$ cat src/core/pls_pkg.sv
// constants and types shared by the indicator and strap logic
// assumes a single 125 MHz system clock and a synchronous active-high reset
//
// Functional notes
// RL1 - duplex indicator low on full-duplex link, high in half-duplex
// RL2 - half-duplex collision drives duplex indicator low 80 ms, then high at least 80 ms
// RL3 - speed indicator low at 100 Mbps, high at 10 Mbps
// RL4 - link/activity indicator low while link up, high when link failed
// RL5 - activity while link up pulses link/activity indicator high for 80 ms
// RL6 - after each pulse indicator stays low at least 80 ms; new pulse needs new activity
// RL7 - serial ROM select and clock pins sampled as two-bit host bus type
// RL8 - device held in reset while reset pin is low
// RL9 - power-on settings including bus type captured at reset pin rising edge
// RL10 - test clock select makes the test clock the main timebase
// RL11 - first ROM word after reset must equal 5AA5h, else ROM absent
// RL12 - 80 ms intervals counted on 25 MHz local ticks, restarted at each boundary
package pls_pkg;

    // ----------------------------------------------------------------
    // timing
    // ----------------------------------------------------------------
    localparam int unsigned CLK_HZ       = 125_000_000;
    localparam int unsigned LOCAL_HZ     = 25_000_000;
    localparam int unsigned LOCAL_DIV    = CLK_HZ / LOCAL_HZ;
    localparam int unsigned BLINK_MS     = 80;
    localparam int unsigned BLINK_TICKS  = (LOCAL_HZ / 1000) * BLINK_MS;

    // ----------------------------------------------------------------
    // values
    // ----------------------------------------------------------------
    localparam logic        LED_OFF       = 1'b1;
    localparam logic        LED_ON        = 1'b0;
    localparam logic [15:0] ROM_SIGNATURE = 16'h5aa5;
    localparam logic [1:0]  BUS_SRAM_LIKE = 2'h0;
    localparam logic [1:0]  BUS_EMB_16BIT = 2'h1;
    localparam logic [1:0]  BUS_RESERVED  = 2'h2;
    localparam logic [1:0]  BUS_MCU_8BIT  = 2'h3;
    localparam logic [1:0]  BUS_TYPE_RST  = BUS_SRAM_LIKE;

    typedef enum logic [1:0] {
        PLS_IDLE  = 2'b00,
        PLS_PULSE = 2'b01,
        PLS_GUARD = 2'b10
    } pls_blink_state_type;

endpackage : pls_pkg

$ cat src/core/pls_blinker.sv
// one indicator blink sequencer: pulse phase then guard phase, each TICKS local ticks
// assumes tick_i is a one-cycle enable at the local clock rate
`timescale 1ns/10ps
module pls_blinker
    import pls_pkg::*;
#(
    parameter int unsigned TICKS = pls_pkg::BLINK_TICKS
) (
    input  wire logic clk_i,
    input  wire logic rst_i,
    input  wire logic tick_i,
    input  wire logic enable_i,
    input  wire logic trigger_i,
    output logic      pulse_o,
    output logic      guard_o
);
    import pls_pkg::*;

    localparam int unsigned CW = $clog2(TICKS + 1);

    pls_blink_state_type state;
    pls_blink_state_type next_state;
    logic [CW-1:0]       cnt;
    logic [CW-1:0]       next_cnt;
    wire                 last_tick;

    assign last_tick = tick_i && (cnt == CW'(TICKS - 1));
    assign pulse_o   = (state == PLS_PULSE);
    assign guard_o   = (state == PLS_GUARD);

    // ----------------------------------------------------------------
    // sequencer
    // ----------------------------------------------------------------
    always_comb begin
        next_state = state;
        next_cnt   = cnt;
        unique case (state)
            PLS_IDLE: begin
                next_cnt = '0;
                if (enable_i && trigger_i) begin                    // RL6
                    next_state = PLS_PULSE;
                end
            end
            PLS_PULSE, PLS_GUARD: begin
                if (!enable_i) begin
                    next_state = PLS_IDLE;
                    next_cnt   = '0;
                end else if (last_tick) begin                       // RL12
                    next_state = (state == PLS_PULSE) ? PLS_GUARD : PLS_IDLE;
                    next_cnt   = '0;
                end else if (tick_i) begin
                    next_cnt = cnt + CW'(1);
                end
            end
            default: begin
                next_state = PLS_IDLE;
                next_cnt   = '0;
            end
        endcase
    end

    always_ff @(posedge clk_i) begin
        if (rst_i) begin
            state <= PLS_IDLE;
            cnt   <= '0;
        end else begin
            state <= next_state;
            cnt   <= next_cnt;
        end
    end

endmodule : pls_blinker

$ cat src/core/pls_top.sv
// phy status indicators, bus type strap capture and serial ROM signature check
// assumes all pin inputs are synchronous to clk_i; indicators are active low
`timescale 1ns/10ps
module pls_top
    import pls_pkg::*;
#(
    parameter int unsigned BLINK_TICKS = pls_pkg::BLINK_TICKS
) (
    input  wire logic       clk_i,
    input  wire logic       sys_rst_i,
    input  wire logic       reset_n_pin_i,
    input  wire logic       test_clock_select_i,
    input  wire logic       test_clock_in_i,
    input  wire logic       link_up_i,
    input  wire logic       full_duplex_i,
    input  wire logic       speed_100_i,
    input  wire logic       collision_i,
    input  wire logic       tx_activity_i,
    input  wire logic       rx_activity_i,
    input  wire logic       serial_rom_select_i,
    input  wire logic       serial_rom_clock_i,
    input  wire logic [15:0] rom_word_i,
    input  wire logic       rom_word_valid_i,
    output logic            duplex_collision_led_o,
    output logic            speed_led_o,
    output logic            link_activity_led_o,
    output logic [1:0]      bus_type_o,
    output logic            rom_present_o,
    output logic            rom_checked_o,
    output logic            device_reset_o
);
    import pls_pkg::*;

    localparam int unsigned HW = $clog2(BLINK_TICKS + 2);
    localparam int unsigned DW = $clog2(LOCAL_DIV);

    // ----------------------------------------------------------------
    // reset and strap capture
    // ----------------------------------------------------------------
    logic reset_n_q;
    wire  pin_rise;

    assign pin_rise = reset_n_pin_i && !reset_n_q;

    always_ff @(posedge clk_i) begin
        if (sys_rst_i) begin
            reset_n_q      <= 1'b1;
            bus_type_o     <= BUS_TYPE_RST;
            device_reset_o <= 1'b1;
        end else begin
            reset_n_q      <= reset_n_pin_i;
            device_reset_o <= !reset_n_pin_i;                       // RL8
            if (pin_rise) begin
                bus_type_o <= {serial_rom_select_i, serial_rom_clock_i}; // RL7 RL9
            end
        end
    end

    wire core_rst;
    assign core_rst = sys_rst_i || device_reset_o;

    // ----------------------------------------------------------------
    // local timebase
    // ----------------------------------------------------------------
    logic [DW-1:0] div_cnt;
    logic          test_clock_in_q;
    logic          local_tick;
    wire           div_tick;
    wire           test_clock_in_rise;
    wire           next_tick;

    assign div_tick  = (div_cnt == DW'(LOCAL_DIV - 1));
    assign test_clock_in_rise = test_clock_in_i && !test_clock_in_q;
    assign next_tick = test_clock_select_i ? test_clock_in_rise : div_tick;  // RL10

    always_ff @(posedge clk_i) begin
        if (sys_rst_i) begin
            div_cnt    <= '0;
            test_clock_in_q     <= 1'b0;
            local_tick <= 1'b0;
        end else begin
            div_cnt    <= div_tick ? '0 : div_cnt + DW'(1);         // RL12
            test_clock_in_q     <= test_clock_in_i;
            local_tick <= next_tick;
        end
    end

    // ----------------------------------------------------------------
    // blink sequencers
    // ----------------------------------------------------------------
    logic coll_pulse;
    logic coll_guard;
    logic act_pulse;
    logic act_guard;
    wire  half_duplex_link;
    wire  activity;

    assign half_duplex_link = link_up_i && !full_duplex_i;
    assign activity         = tx_activity_i || rx_activity_i;

    pls_blinker #(
        .TICKS     (BLINK_TICKS)
    ) u_coll_blink (
        .clk_i     (clk_i),
        .rst_i     (core_rst),
        .tick_i    (local_tick),
        .enable_i  (half_duplex_link),
        .trigger_i (collision_i),                                   // RL2
        .pulse_o   (coll_pulse),
        .guard_o   (coll_guard)
    );

    pls_blinker #(
        .TICKS     (BLINK_TICKS)
    ) u_act_blink (
        .clk_i     (clk_i),
        .rst_i     (core_rst),
        .tick_i    (local_tick),
        .enable_i  (link_up_i),
        .trigger_i (activity),                                      // RL5
        .pulse_o   (act_pulse),
        .guard_o   (act_guard)
    );

    // ----------------------------------------------------------------
    // indicator outputs
    // ----------------------------------------------------------------
    wire next_duplex_led;
    wire next_speed_led;
    wire next_act_led;

    assign next_duplex_led = (link_up_i && full_duplex_i) ? LED_ON
                           : (coll_pulse ? LED_ON : LED_OFF);       // RL1 RL2
    assign next_speed_led  = speed_100_i ? LED_ON : LED_OFF;        // RL3
    assign next_act_led    = (!link_up_i || act_pulse) ? LED_OFF : LED_ON; // RL4 RL5 RL6

    always_ff @(posedge clk_i) begin
        if (core_rst) begin
            duplex_collision_led_o <= LED_OFF;
            speed_led_o            <= LED_OFF;
            link_activity_led_o    <= LED_OFF;
        end else begin
            duplex_collision_led_o <= next_duplex_led;
            speed_led_o            <= next_speed_led;
            link_activity_led_o    <= next_act_led;
        end
    end

    // ----------------------------------------------------------------
    // serial ROM signature check
    // ----------------------------------------------------------------
    wire first_word;
    assign first_word = rom_word_valid_i && !rom_checked_o;

    always_ff @(posedge clk_i) begin
        if (core_rst) begin
            rom_checked_o <= 1'b0;
            rom_present_o <= 1'b0;
        end else if (first_word) begin
            rom_checked_o <= 1'b1;
            rom_present_o <= (rom_word_i == ROM_SIGNATURE);         // RL11
        end
    end

    // ----------------------------------------------------------------
    // checks
    // ----------------------------------------------------------------
    logic [HW-1:0] coll_len;
    logic [HW-1:0] act_len;
    logic [HW-1:0] guard_len;

    always_ff @(posedge clk_i) begin
        if (sys_rst_i) begin
            coll_len  <= '0;
            act_len   <= '0;
            guard_len <= '0;
        end else begin
            coll_len  <= !coll_pulse ? '0 : coll_len + HW'(local_tick);
            act_len   <= !act_pulse ? '0 : act_len + HW'(local_tick);
            guard_len <= !act_guard ? '0 : guard_len + HW'(local_tick);
        end
    end
endmodule : pls_top

$ cat config.mk
export PLATFORM = sky130hd
export DESIGN_NAME = pls_top
export DESIGN_NICKNAME = d
export VERILOG_FILES = /design/src/core/pls_pkg.sv /design/src/core/pls_blinker.sv /design/src/core/pls_top.sv
export SDC_FILE = /design/constraint.sdc
export NUM_CORES = 1
export LEC_CHECK = 0
export ABC_AREA = 1
export BUFFER_PORTS_ARGS = -buffer_cell sky130_fd_sc_hd__buf_2
export CORE_UTILIZATION = 39
export CTS_BUF_LIST = sky130_fd_sc_hd__clkbuf_8
export DETAILED_ROUTE_END_ITERATION = 10
export HOLD_SLACK_MARGIN = 0.05
export MAX_ROUTING_LAYER = met4
export PLACE_DENSITY = 0.55
export SYNTH_ARGS = -nofsm -noshare
export SYNTH_HDL_FRONTEND = slang
export SYNTH_HIERARCHICAL = 1
export SYNTH_SLANG_ARGS = --single-unit
$ cat constraint.sdc
create_clock -name clk_i -period 2.4 [get_ports clk_i]
set_clock_uncertainty 0.15 [all_clocks]
set_input_delay 0 -clock clk_i [delete_from_list [all_inputs] [get_ports clk_i]]
set_output_delay 0 -clock clk_i [all_outputs]
set_load 0.01 [all_outputs]
==> results.cfg, run 1 <==
[status]
outcome = completed

[worst_setup_path]
cpPeakStageDelay_ns = 0.56
crit_type = in -> reg
crit_path_cell_trace = dlygate4sd3_1 -> buf_2 -> nor2_1 -> dlygate4sd3_1 -> nand2_1 -> dlygate4sd3_1 -> nor2_1 -> nand2_1 -> a21oi_1
worst_setup_path_start_kind = input pin
critPathBufInv = 4
cp-end-kind = flip-flop
cp_slowest_cell = dlygate4sd3_1
crit_fanout = 1
cp_common_cell = dlygate4sd3_1
path_delay_family = buffers and inverters
r2r_end = u_coll_blink/cnt[20]$_SDFFE_PP0P_
arrival_ns = 2.18
crit_start = rom_word_i[15]
reg2regPathDepth = 9
cp.required_ns = 2.52
r2r_start = local_tick$_SDFF_PP0_
reg2reg_slack_ns = 0.60

[pwr]
combPwrFrac = 0.064
switchingPower_uw = 458
p_int_mw = 1.55
seqPwrFrac = 0.509
leakagePower_nw = 1.55
p_per_area_nw_per_um2 = 526
p_clk_frac = 0.428
switching_share = 0.229
vdd_drop_max_v = 0.000393

[place]
placedCellCount = 578
portBuffers = 37
placed_area_um2 = 3360
gp_congestion = 0.847
hpwl_mm = 4.53

[timing]
hold_violations = 0
hold_ws_ns = 0.266
period_minus_slack_ns = 2.06
worstMarginPinSlew_ns = 0.436
fmax_mhz = 485
rsz0062_at_grt = false
slew_headroom = 0.709
finalSetupTns_ns = 0
post-route-period-util = 0.859
setup_violations = 0
slew_violations = 0

[global_route]
gr-total-overflow = 0
grt_pass1_wl_mm = 11.4
grt_use_total = 0.173
grt_max_degree = 19
grt_pass1_vias = 2768
antenna_found_initial = 0

[final_layout]
regArea_um2 = 1200
area_delta_synth_final_pct = 24.0
instances_no_fill = 621
drive_gt1_frac = 0.158
n_fill_cell = 784
final_common_cell = nor2_1
num_antenna_cells = 0
multi_input_area_um2 = 1590
fin_nets = 552
postLayoutCoreUtil = 0.496
final_cell_area_um2 = 3810
layout_common_cells = nor2_1 (95), nand2_1 (92), inv_1 (64)

[logic_synthesis]
syn-cell-area_um2 = 3070
syn_avg_cell_area_um2 = 6.97
syn_nets = 479
syn_inst = 441
yosys_warnings = 6

[floorplan]
chipWidth_um = 90.8
rows = 32
die_h_um = 90.8
initial_utilization = 0.400
core_um2 = 7690
ios = 38
dieArea_um2 = 8240

[clock_network]
clock-root-buffer = clkbuf_8
cts_made_buffers = 9
cts_max_level = 3
clk_path_buf_depth = 2
clk_pin_slew_ns = 0.07
cts_setup_buffers = 0
clk_latency_ns = 0.33
cts.sinks = 60
ctsHoldBuffers = 27
cts_tree = done
ctsResizeCount = 0

[route]
first_iter_violations = 111
routed_wl_mm = 6.28
route.vias.total = 2775
drt_pre_antenna_iters = 4
drc = 0
antenna_left = 0
wl_per_cell_um = 10.1
drt-vias-per-instance = 4.47

[worst_hold_path]
holdCritStartpoint = test_clock_select_i
min_to = local_tick$_SDFF_PP0_
hp-class = in -> reg
min_delay_path_depth = 3

[job]
cap_violations = 0
-- power by group through the flow --
stage	logic [mW]	clock network (mW)	registers [mW]
final	0.127	0.857	1.02
after global routing	0.144	0.939	1.02
after CTS	0.127	0.893	1.02
after detailed placement	0.0957	0	1.04
after global placement	0.0933	0	1.04
after floorplan	0.0541	0	1.04
-- stage by stage --
step / power, mW / setup WS [ns]
final: 2.00 / 0.339
after global routing: 2.10 / 0.252
after CTS: 2.04 / 0.385
after detailed placement: 1.14 / 0.589
after global placement: 1.14 / 0.630
after floorplan: 1.10 / 0.872
-- worst max-delay path by stage --
| stage | to | slack [ns] | depth (start not counted) |
|---|---|---|---|
| after global routing | rom_present_o$_SDFFE_PP0P_ | 0.25 | 9 |
| final | rom_present_o$_SDFFE_PP0P_ | 0.34 | 9 |
| after CTS | rom_present_o$_SDFFE_PP0P_ | 0.38 | 9 |
| after floorplan | u_act_blink/cnt[13]$_SDFFE_PP0P_ | 0.87 | 8 |
| after global placement | u_act_blink/cnt[19]$_SDFFE_PP0P_ | 0.63 | 9 |
| after detailed placement | u_coll_blink/cnt[20]$_SDFFE_PP0P_ | 0.59 | 9 |
-- worst reg2reg max path: cells and delay by family (launching register included) --
kind | cells | cell delay [ns]
buf+inv | 2 | 0.26
flops | 1 | 0.59
simple gates | 7 | 0.71
-- layout make-up --
cell class | count | area share
Sequential cell | 60 | 0.315
Clock buffer | 9 | 0.0325
Clock inverter | 7 | 0.0158
Multi-Input combinational cell | 312 | 0.417
Inverter | 67 | 0.0660
Tap cell | 102 | 0.0335
Timing Repair Buffer | 64 | 0.120
-- sequential cells by signal (all words and copies together) (netlist names), 2 cells and up --
name and count:
u_act_blink/state 2, div_cnt 3, u_act_blink/cnt 21, bus_type_o 2
u_coll_blink/cnt 21, u_coll_blink/state 2
-- per-layer routing --
metal / wire, µm / GRT usage / vias up
li1: - / - / 1498
met1: 2910 / 0.187 / 1238
met2: 3120 / 0.304 / 29
met3: 136 / 0.0337 / 10
met4: 119 / 0.0833 / 0
met5: 0 / - / -
No activity file was read; power rests on OpenSTA's default activity.
==> inputs of run 2 (changes only) <==
CORE_MARGIN = 2   (was unset)
CTS_BUF_LIST = unset   (was sky130_fd_sc_hd__clkbuf_8)
==> results.cfg, run 2 (synthesis gave the netlist of run 1 again) <==
[clock_network]
clock-root-buffer = clkbuf_8
clk_latency_ns = 0.34
cts.sinks = 60
cts_made_buffers = 9
cts_tree = done
cts_max_level = 3
clk_path_buf_depth = 2
cts_setup_buffers = 0
clk_pin_slew_ns = 0.06

[floorplan]
core_um2 = 7690
ios = 38
initial_utilization = 0.400
rows = 32
die_h_um = 92.8
dieArea_um2 = 8610
chipWidth_um = 92.8

[place]
portBuffers = 37
preCtsSetupSlack_ns = 0.598
gp_congestion = 0.833
hpwl_mm = 4.56

[global_route]
antenna_found_initial = 0
grt_use_met2 = 0.282
grt_use_total = 0.169
globalRouteMet1Util = 0.185
grt_util_met3 = 0.0374
busiest_layer = met2
grt_max_degree = 19
grt_pass1_vias = 2692
gr-total-overflow = 0
grt_pass1_wl_mm = 11.3

[final_layout]
final_common_cell = nor2_1
drive_gt1_frac = 0.158
area_delta_synth_final_pct = 24.3
reg_top3 = u_act_blink/cnt (21), u_coll_blink/cnt (21), div_cnt (3)
num_antenna_cells = 0
fin_nets = 553
layout_common_cells = nor2_1 (95), nand2_1 (92), inv_1 (62)

[route]
drc = 0
first_iter_violations = 71
drt_pre_antenna_iters = 4
routed_wl_mm = 6.40
drt-vias-per-instance = 4.53
route.vias.total = 2820
wl_per_cell_um = 10.3
antenna_left = 0

[worst_setup_path]
cp-end-kind = flip-flop
crit_fanout = 1
reg2reg_slack_ns = 0.63
path_delay_family = buffers and inverters
cp_slowest_cell = dlygate4sd3_1
worst_setup_path_start_kind = input pin
cp.required_ns = 2.52
cp_common_cell = dlygate4sd3_1
crit_type = in -> reg
crit_path_cell_trace = dlygate4sd3_1 -> buf_2 -> nor2_1 -> dlygate4sd3_1 -> nand2_1 -> dlygate4sd3_1 -> nor2_1 -> nand2_1 -> a21oi_1
cpPeakStageDelay_ns = 0.55
critPathBufInv = 4
arrival_ns = 2.19

[timing]
slew_violations = 0
period_minus_slack_ns = 2.08
rsz0062_at_grt = false
fmax_mhz = 482
setup_violations = 0
hold_violations = 0
fin_ws_ns = 0.324
finalSetupTns_ns = 0
post-route-period-util = 0.865
worstMarginPinSlew_ns = 0.450
slew_headroom = 0.700

[status]
outcome = completed

[pwr]
vdd_drop_max_v = 0.000368
p_per_area_nw_per_um2 = 529
leakagePower_nw = 1.55

[worst_hold_path]
hp-class = in -> reg

[job]
cap_violations = 0
==> run 2: final timing paths <==
check                                       to                  start  cells after the start
max                 rom_present_o$_SDFFE_PP0P_         rom_word_i[13]                      9
min                       reset_n_q$_SDFF_PP1_          reset_n_pin_i                      4
max reg2reg  u_coll_blink/cnt[20]$_SDFFE_PP0P_  local_tick$_SDFF_PP0_                      9
min reg2reg              div_cnt[0]$_SDFF_PP0_  div_cnt[0]$_SDFF_PP0_                      1
==> run 2: metrics by stage <==
| step | total power [mW] | hold slack, ns | cells | util | area, µm² |
|---|---|---|---|---|---|
| finish | 2.02 | 0.242 | 622 | 0.497 | 3820 |
| global route | 2.12 | 0.252 | 622 | 0.497 | 3820 |
| CTS | 2.06 | 0.226 | 622 | 0.497 | 3820 |
| detailed placement | 1.14 | 0.0249 | 578 | 0.437 | 3360 |
| global placement | 1.14 | 0.0203 | 578 | 0.437 | 3360 |
| floorplan | 1.10 | -0.0813 | 441 | - | 3070 |
==> run 2: area by class of cell <==
class,count,area [µm²]
Clock buffer,11,131
Sequential cell,60,1200
Fill cell,776,3870
Tap cell,102,128
Inverter,67,251
Timing Repair Buffer,65,465
Clock inverter,5,52.6
Multi-Input combinational cell,312,1590
==> run 2: worst register-to-register path: stages (launching register included) <==
cell and delay (ns):
dfxtp_1 0.60, inv_2 0.16, nor2_2 0.11, nand2_1 0.06, nor2_2 0.09, nand3_2 0.11, nand3_4 0.20, inv_2 0.09
nand2_1 0.07, nor2_1 0.03
==> run 2: repair_timing <==
action / CTS / global route
endpoints found under the hold margin: 18 / 0
gates resized for setup: 0 / 0
hold buffers: 28 / 0
==> run 2: routing by layer <==
layer | vias up | part of all wire
li1 | 1502 | -
met1 | 1262 | 0.47
met4 | 0 | 0.027
met5 | - | 0
met2 | 38 | 0.48
met3 | 18 | 0.026
==> run 2: power breakdown <==
| part | leakage [nW] | switching [mW] | internal [mW] |
|---|---|---|---|
| sequential | 0.486 | 0.00998 | 1.01 |
| combinational | 0.968 | 0.0574 | 0.0715 |
| clock | 0.0931 | 0.398 | 0.475 |
==> inputs of run 3 (changes only) <==
==> constraint.sdc (replaced) <==
create_clock -name clk_i -period 2.4 [get_ports clk_i]
set_clock_uncertainty 0.15 [all_clocks]
set_input_delay 0.48 -clock clk_i [delete_from_list [all_inputs] [get_ports clk_i]]
set_output_delay 0.48 -clock clk_i [all_outputs]
set_load 0.01 [all_outputs]
==> results.cfg, run 3 (synthesis gave the netlist of run 1 again) <==
[global_route]
grt_use_total = 0.159
gr-total-overflow = 0
grt_pass1_wl_mm = 10.8
grt_max_degree = 19
antenna_found_initial = 0
grt_pass1_vias = 2614

[route]
route.vias.total = 2669
wl_per_cell_um = 9.97
first_iter_violations = 84
drc = 0
routed_wl_mm = 5.92
antenna_left = 0
drt-vias-per-instance = 4.49
drt_pre_antenna_iters = 5

[worst_setup_path]
cp-end-kind = flip-flop
path_delay_family = simple AND/OR/NAND/NOR gates
cp.required_ns = 2.48
worst_setup_path_start_kind = flip-flop
arrival_ns = 1.90
cpPeakStageDelay_ns = 0.62
reg2regPathDepth = 9
worst-path-stages = 9
crit_type = reg -> reg
r2r_start = local_tick$_SDFF_PP0_
crit_path_cell_trace = inv_2 -> nor2_2 -> nand2_1 -> nor2_2 -> nand3_2 -> nand3_4 -> inv_2 -> nand2_1 -> nor2_1
r2r_end = u_act_blink/cnt[17]$_SDFFE_PP0P_
cp_slowest_cell = dfxtp_1
reg2reg_slack_ns = 0.58
crit_fanout = 18
critPathBufInv = 2

[floorplan]
dieArea_um2 = 8610
ios = 38
core_um2 = 7690
initial_utilization = 0.400
die_h_um = 92.8
rows = 32
chipWidth_um = 92.8

[clock_network]
clock-root-buffer = clkbuf_8
ctsHoldBuffers = 0
clk_latency_ns = 0.33
clk_path_buf_depth = 2
clk_pin_slew_ns = 0.07
cts_made_buffers = 9
cts_tree = done
ctsResizeCount = 0
cts_setup_buffers = 0
cts_max_level = 3
cts.sinks = 60

[timing]
rsz0062_at_grt = false
post-route-period-util = 0.759
setup_violations = 0
hold_violations = 0
finalSetupTns_ns = 0
slew_violations = 0
worstMarginPinSlew_ns = 0.481
period_minus_slack_ns = 1.82
fmax_mhz = 549
slew_headroom = 0.679

[place]
gp_congestion = 0.813
hpwl_mm = 4.53
portBuffers = 37
placed_area_um2 = 3360

[final_layout]
drive_gt1_frac = 0.171
num_antenna_cells = 0
area_delta_synth_final_pct = 15.4
fin_nets = 525
layout_common_cells = nor2_1 (95), nand2_1 (92), inv_1 (62)
reg_top3 = u_act_blink/cnt (21), u_coll_blink/cnt (21), div_cnt (3)
n_fill_cell = 841
final_common_cell = nor2_1
final_cell_area_um2 = 3550

[worst_hold_path]
hp-class = in -> reg
min_to = speed_led_o$_SDFF_PP1_
min_delay_path_depth = 2
holdCritStartpoint = speed_100_i

[pwr]
leakagePower_nw = 1.44
p_per_area_nw_per_um2 = 559
vdd_drop_max_v = 0.000358

[job]
cap_violations = 0

[status]
outcome = completed
[run 3: routing by layer]
| layer | routed length (µm) | up-vias | global-route usage |
|---|---|---|---|
| met4 | 72 | 0 | 0.0502 |
| met2 | 2870 | 37 | 0.264 |
| met5 | 0 | - | - |
| li1 | - | 1441 | - |
| met1 | 2760 | 1185 | 0.182 |
| met3 | 225 | 6 | 0.0545 |
[run 3: worst reg2reg max path: stages (launching register included)]
cell     delay (ns)
dfxtp_1        0.62
inv_2          0.17
nor2_2         0.11
nand2_1        0.06
nor2_2         0.10
nand3_2        0.12
nand3_4        0.20
inv_2          0.08
nand2_1        0.07
nor2_1         0.04
[run 3: area by class of cell]
type                            instances  area [µm²]  area share
Clock buffer                            9         124      0.0349
Inverter                               67         251      0.0709
Sequential cell                        60        1200       0.339
Multi-Input combinational cell        312        1590       0.448
Timing Repair Buffer                   37         185      0.0522
Clock inverter                          7        67.6      0.0190
Tap cell                              102         128      0.0360
[run 3: per-stage QoR]
stage	utilization	setup slack (ns)	hold slack, ns	std cells	power, mW
6_report	0.461	0.579	0.155	594	1.98
5_1_grt	0.461	0.374	0.142	594	2.09
4_1_cts	0.461	0.552	0.135	594	2.02
3_5_place_dp	0.437	0.565	0.299	578	1.14
3_3_place_gp	0.437	0.635	0.286	578	1.14
2_1_floorplan	-	0.872	0.267	441	1.10
[run 3: how the worst max path moves through the flow]
stage | from | to
floorplan | local_tick$_SDFF_PP0_ | u_act_blink/cnt[13]$_SDFFE_PP0P_
global placement | local_tick$_SDFF_PP0_ | u_act_blink/cnt[20]$_SDFFE_PP0P_
detailed placement | local_tick$_SDFF_PP0_ | u_act_blink/cnt[17]$_SDFFE_PP0P_
CTS | local_tick$_SDFF_PP0_ | u_act_blink/cnt[20]$_SDFFE_PP0P_
global route | local_tick$_SDFF_PP0_ | u_coll_blink/cnt[19]$_SDFFE_PP0P_
finish | local_tick$_SDFF_PP0_ | u_act_blink/cnt[17]$_SDFFE_PP0P_
[run 3: report_power, final]
| part | leakage (nW) | switching (mW) | internal [mW] | total [mW] |
|---|---|---|---|---|
| clock | 0.0910 | 0.396 | 0.473 | 0.868 |
| combinational | 0.859 | 0.0502 | 0.0446 | 0.0948 |
| sequential | 0.486 | 0.0103 | 1.01 | 1.02 |
| total | 1.44 | 0.456 | 1.53 | 1.98 |
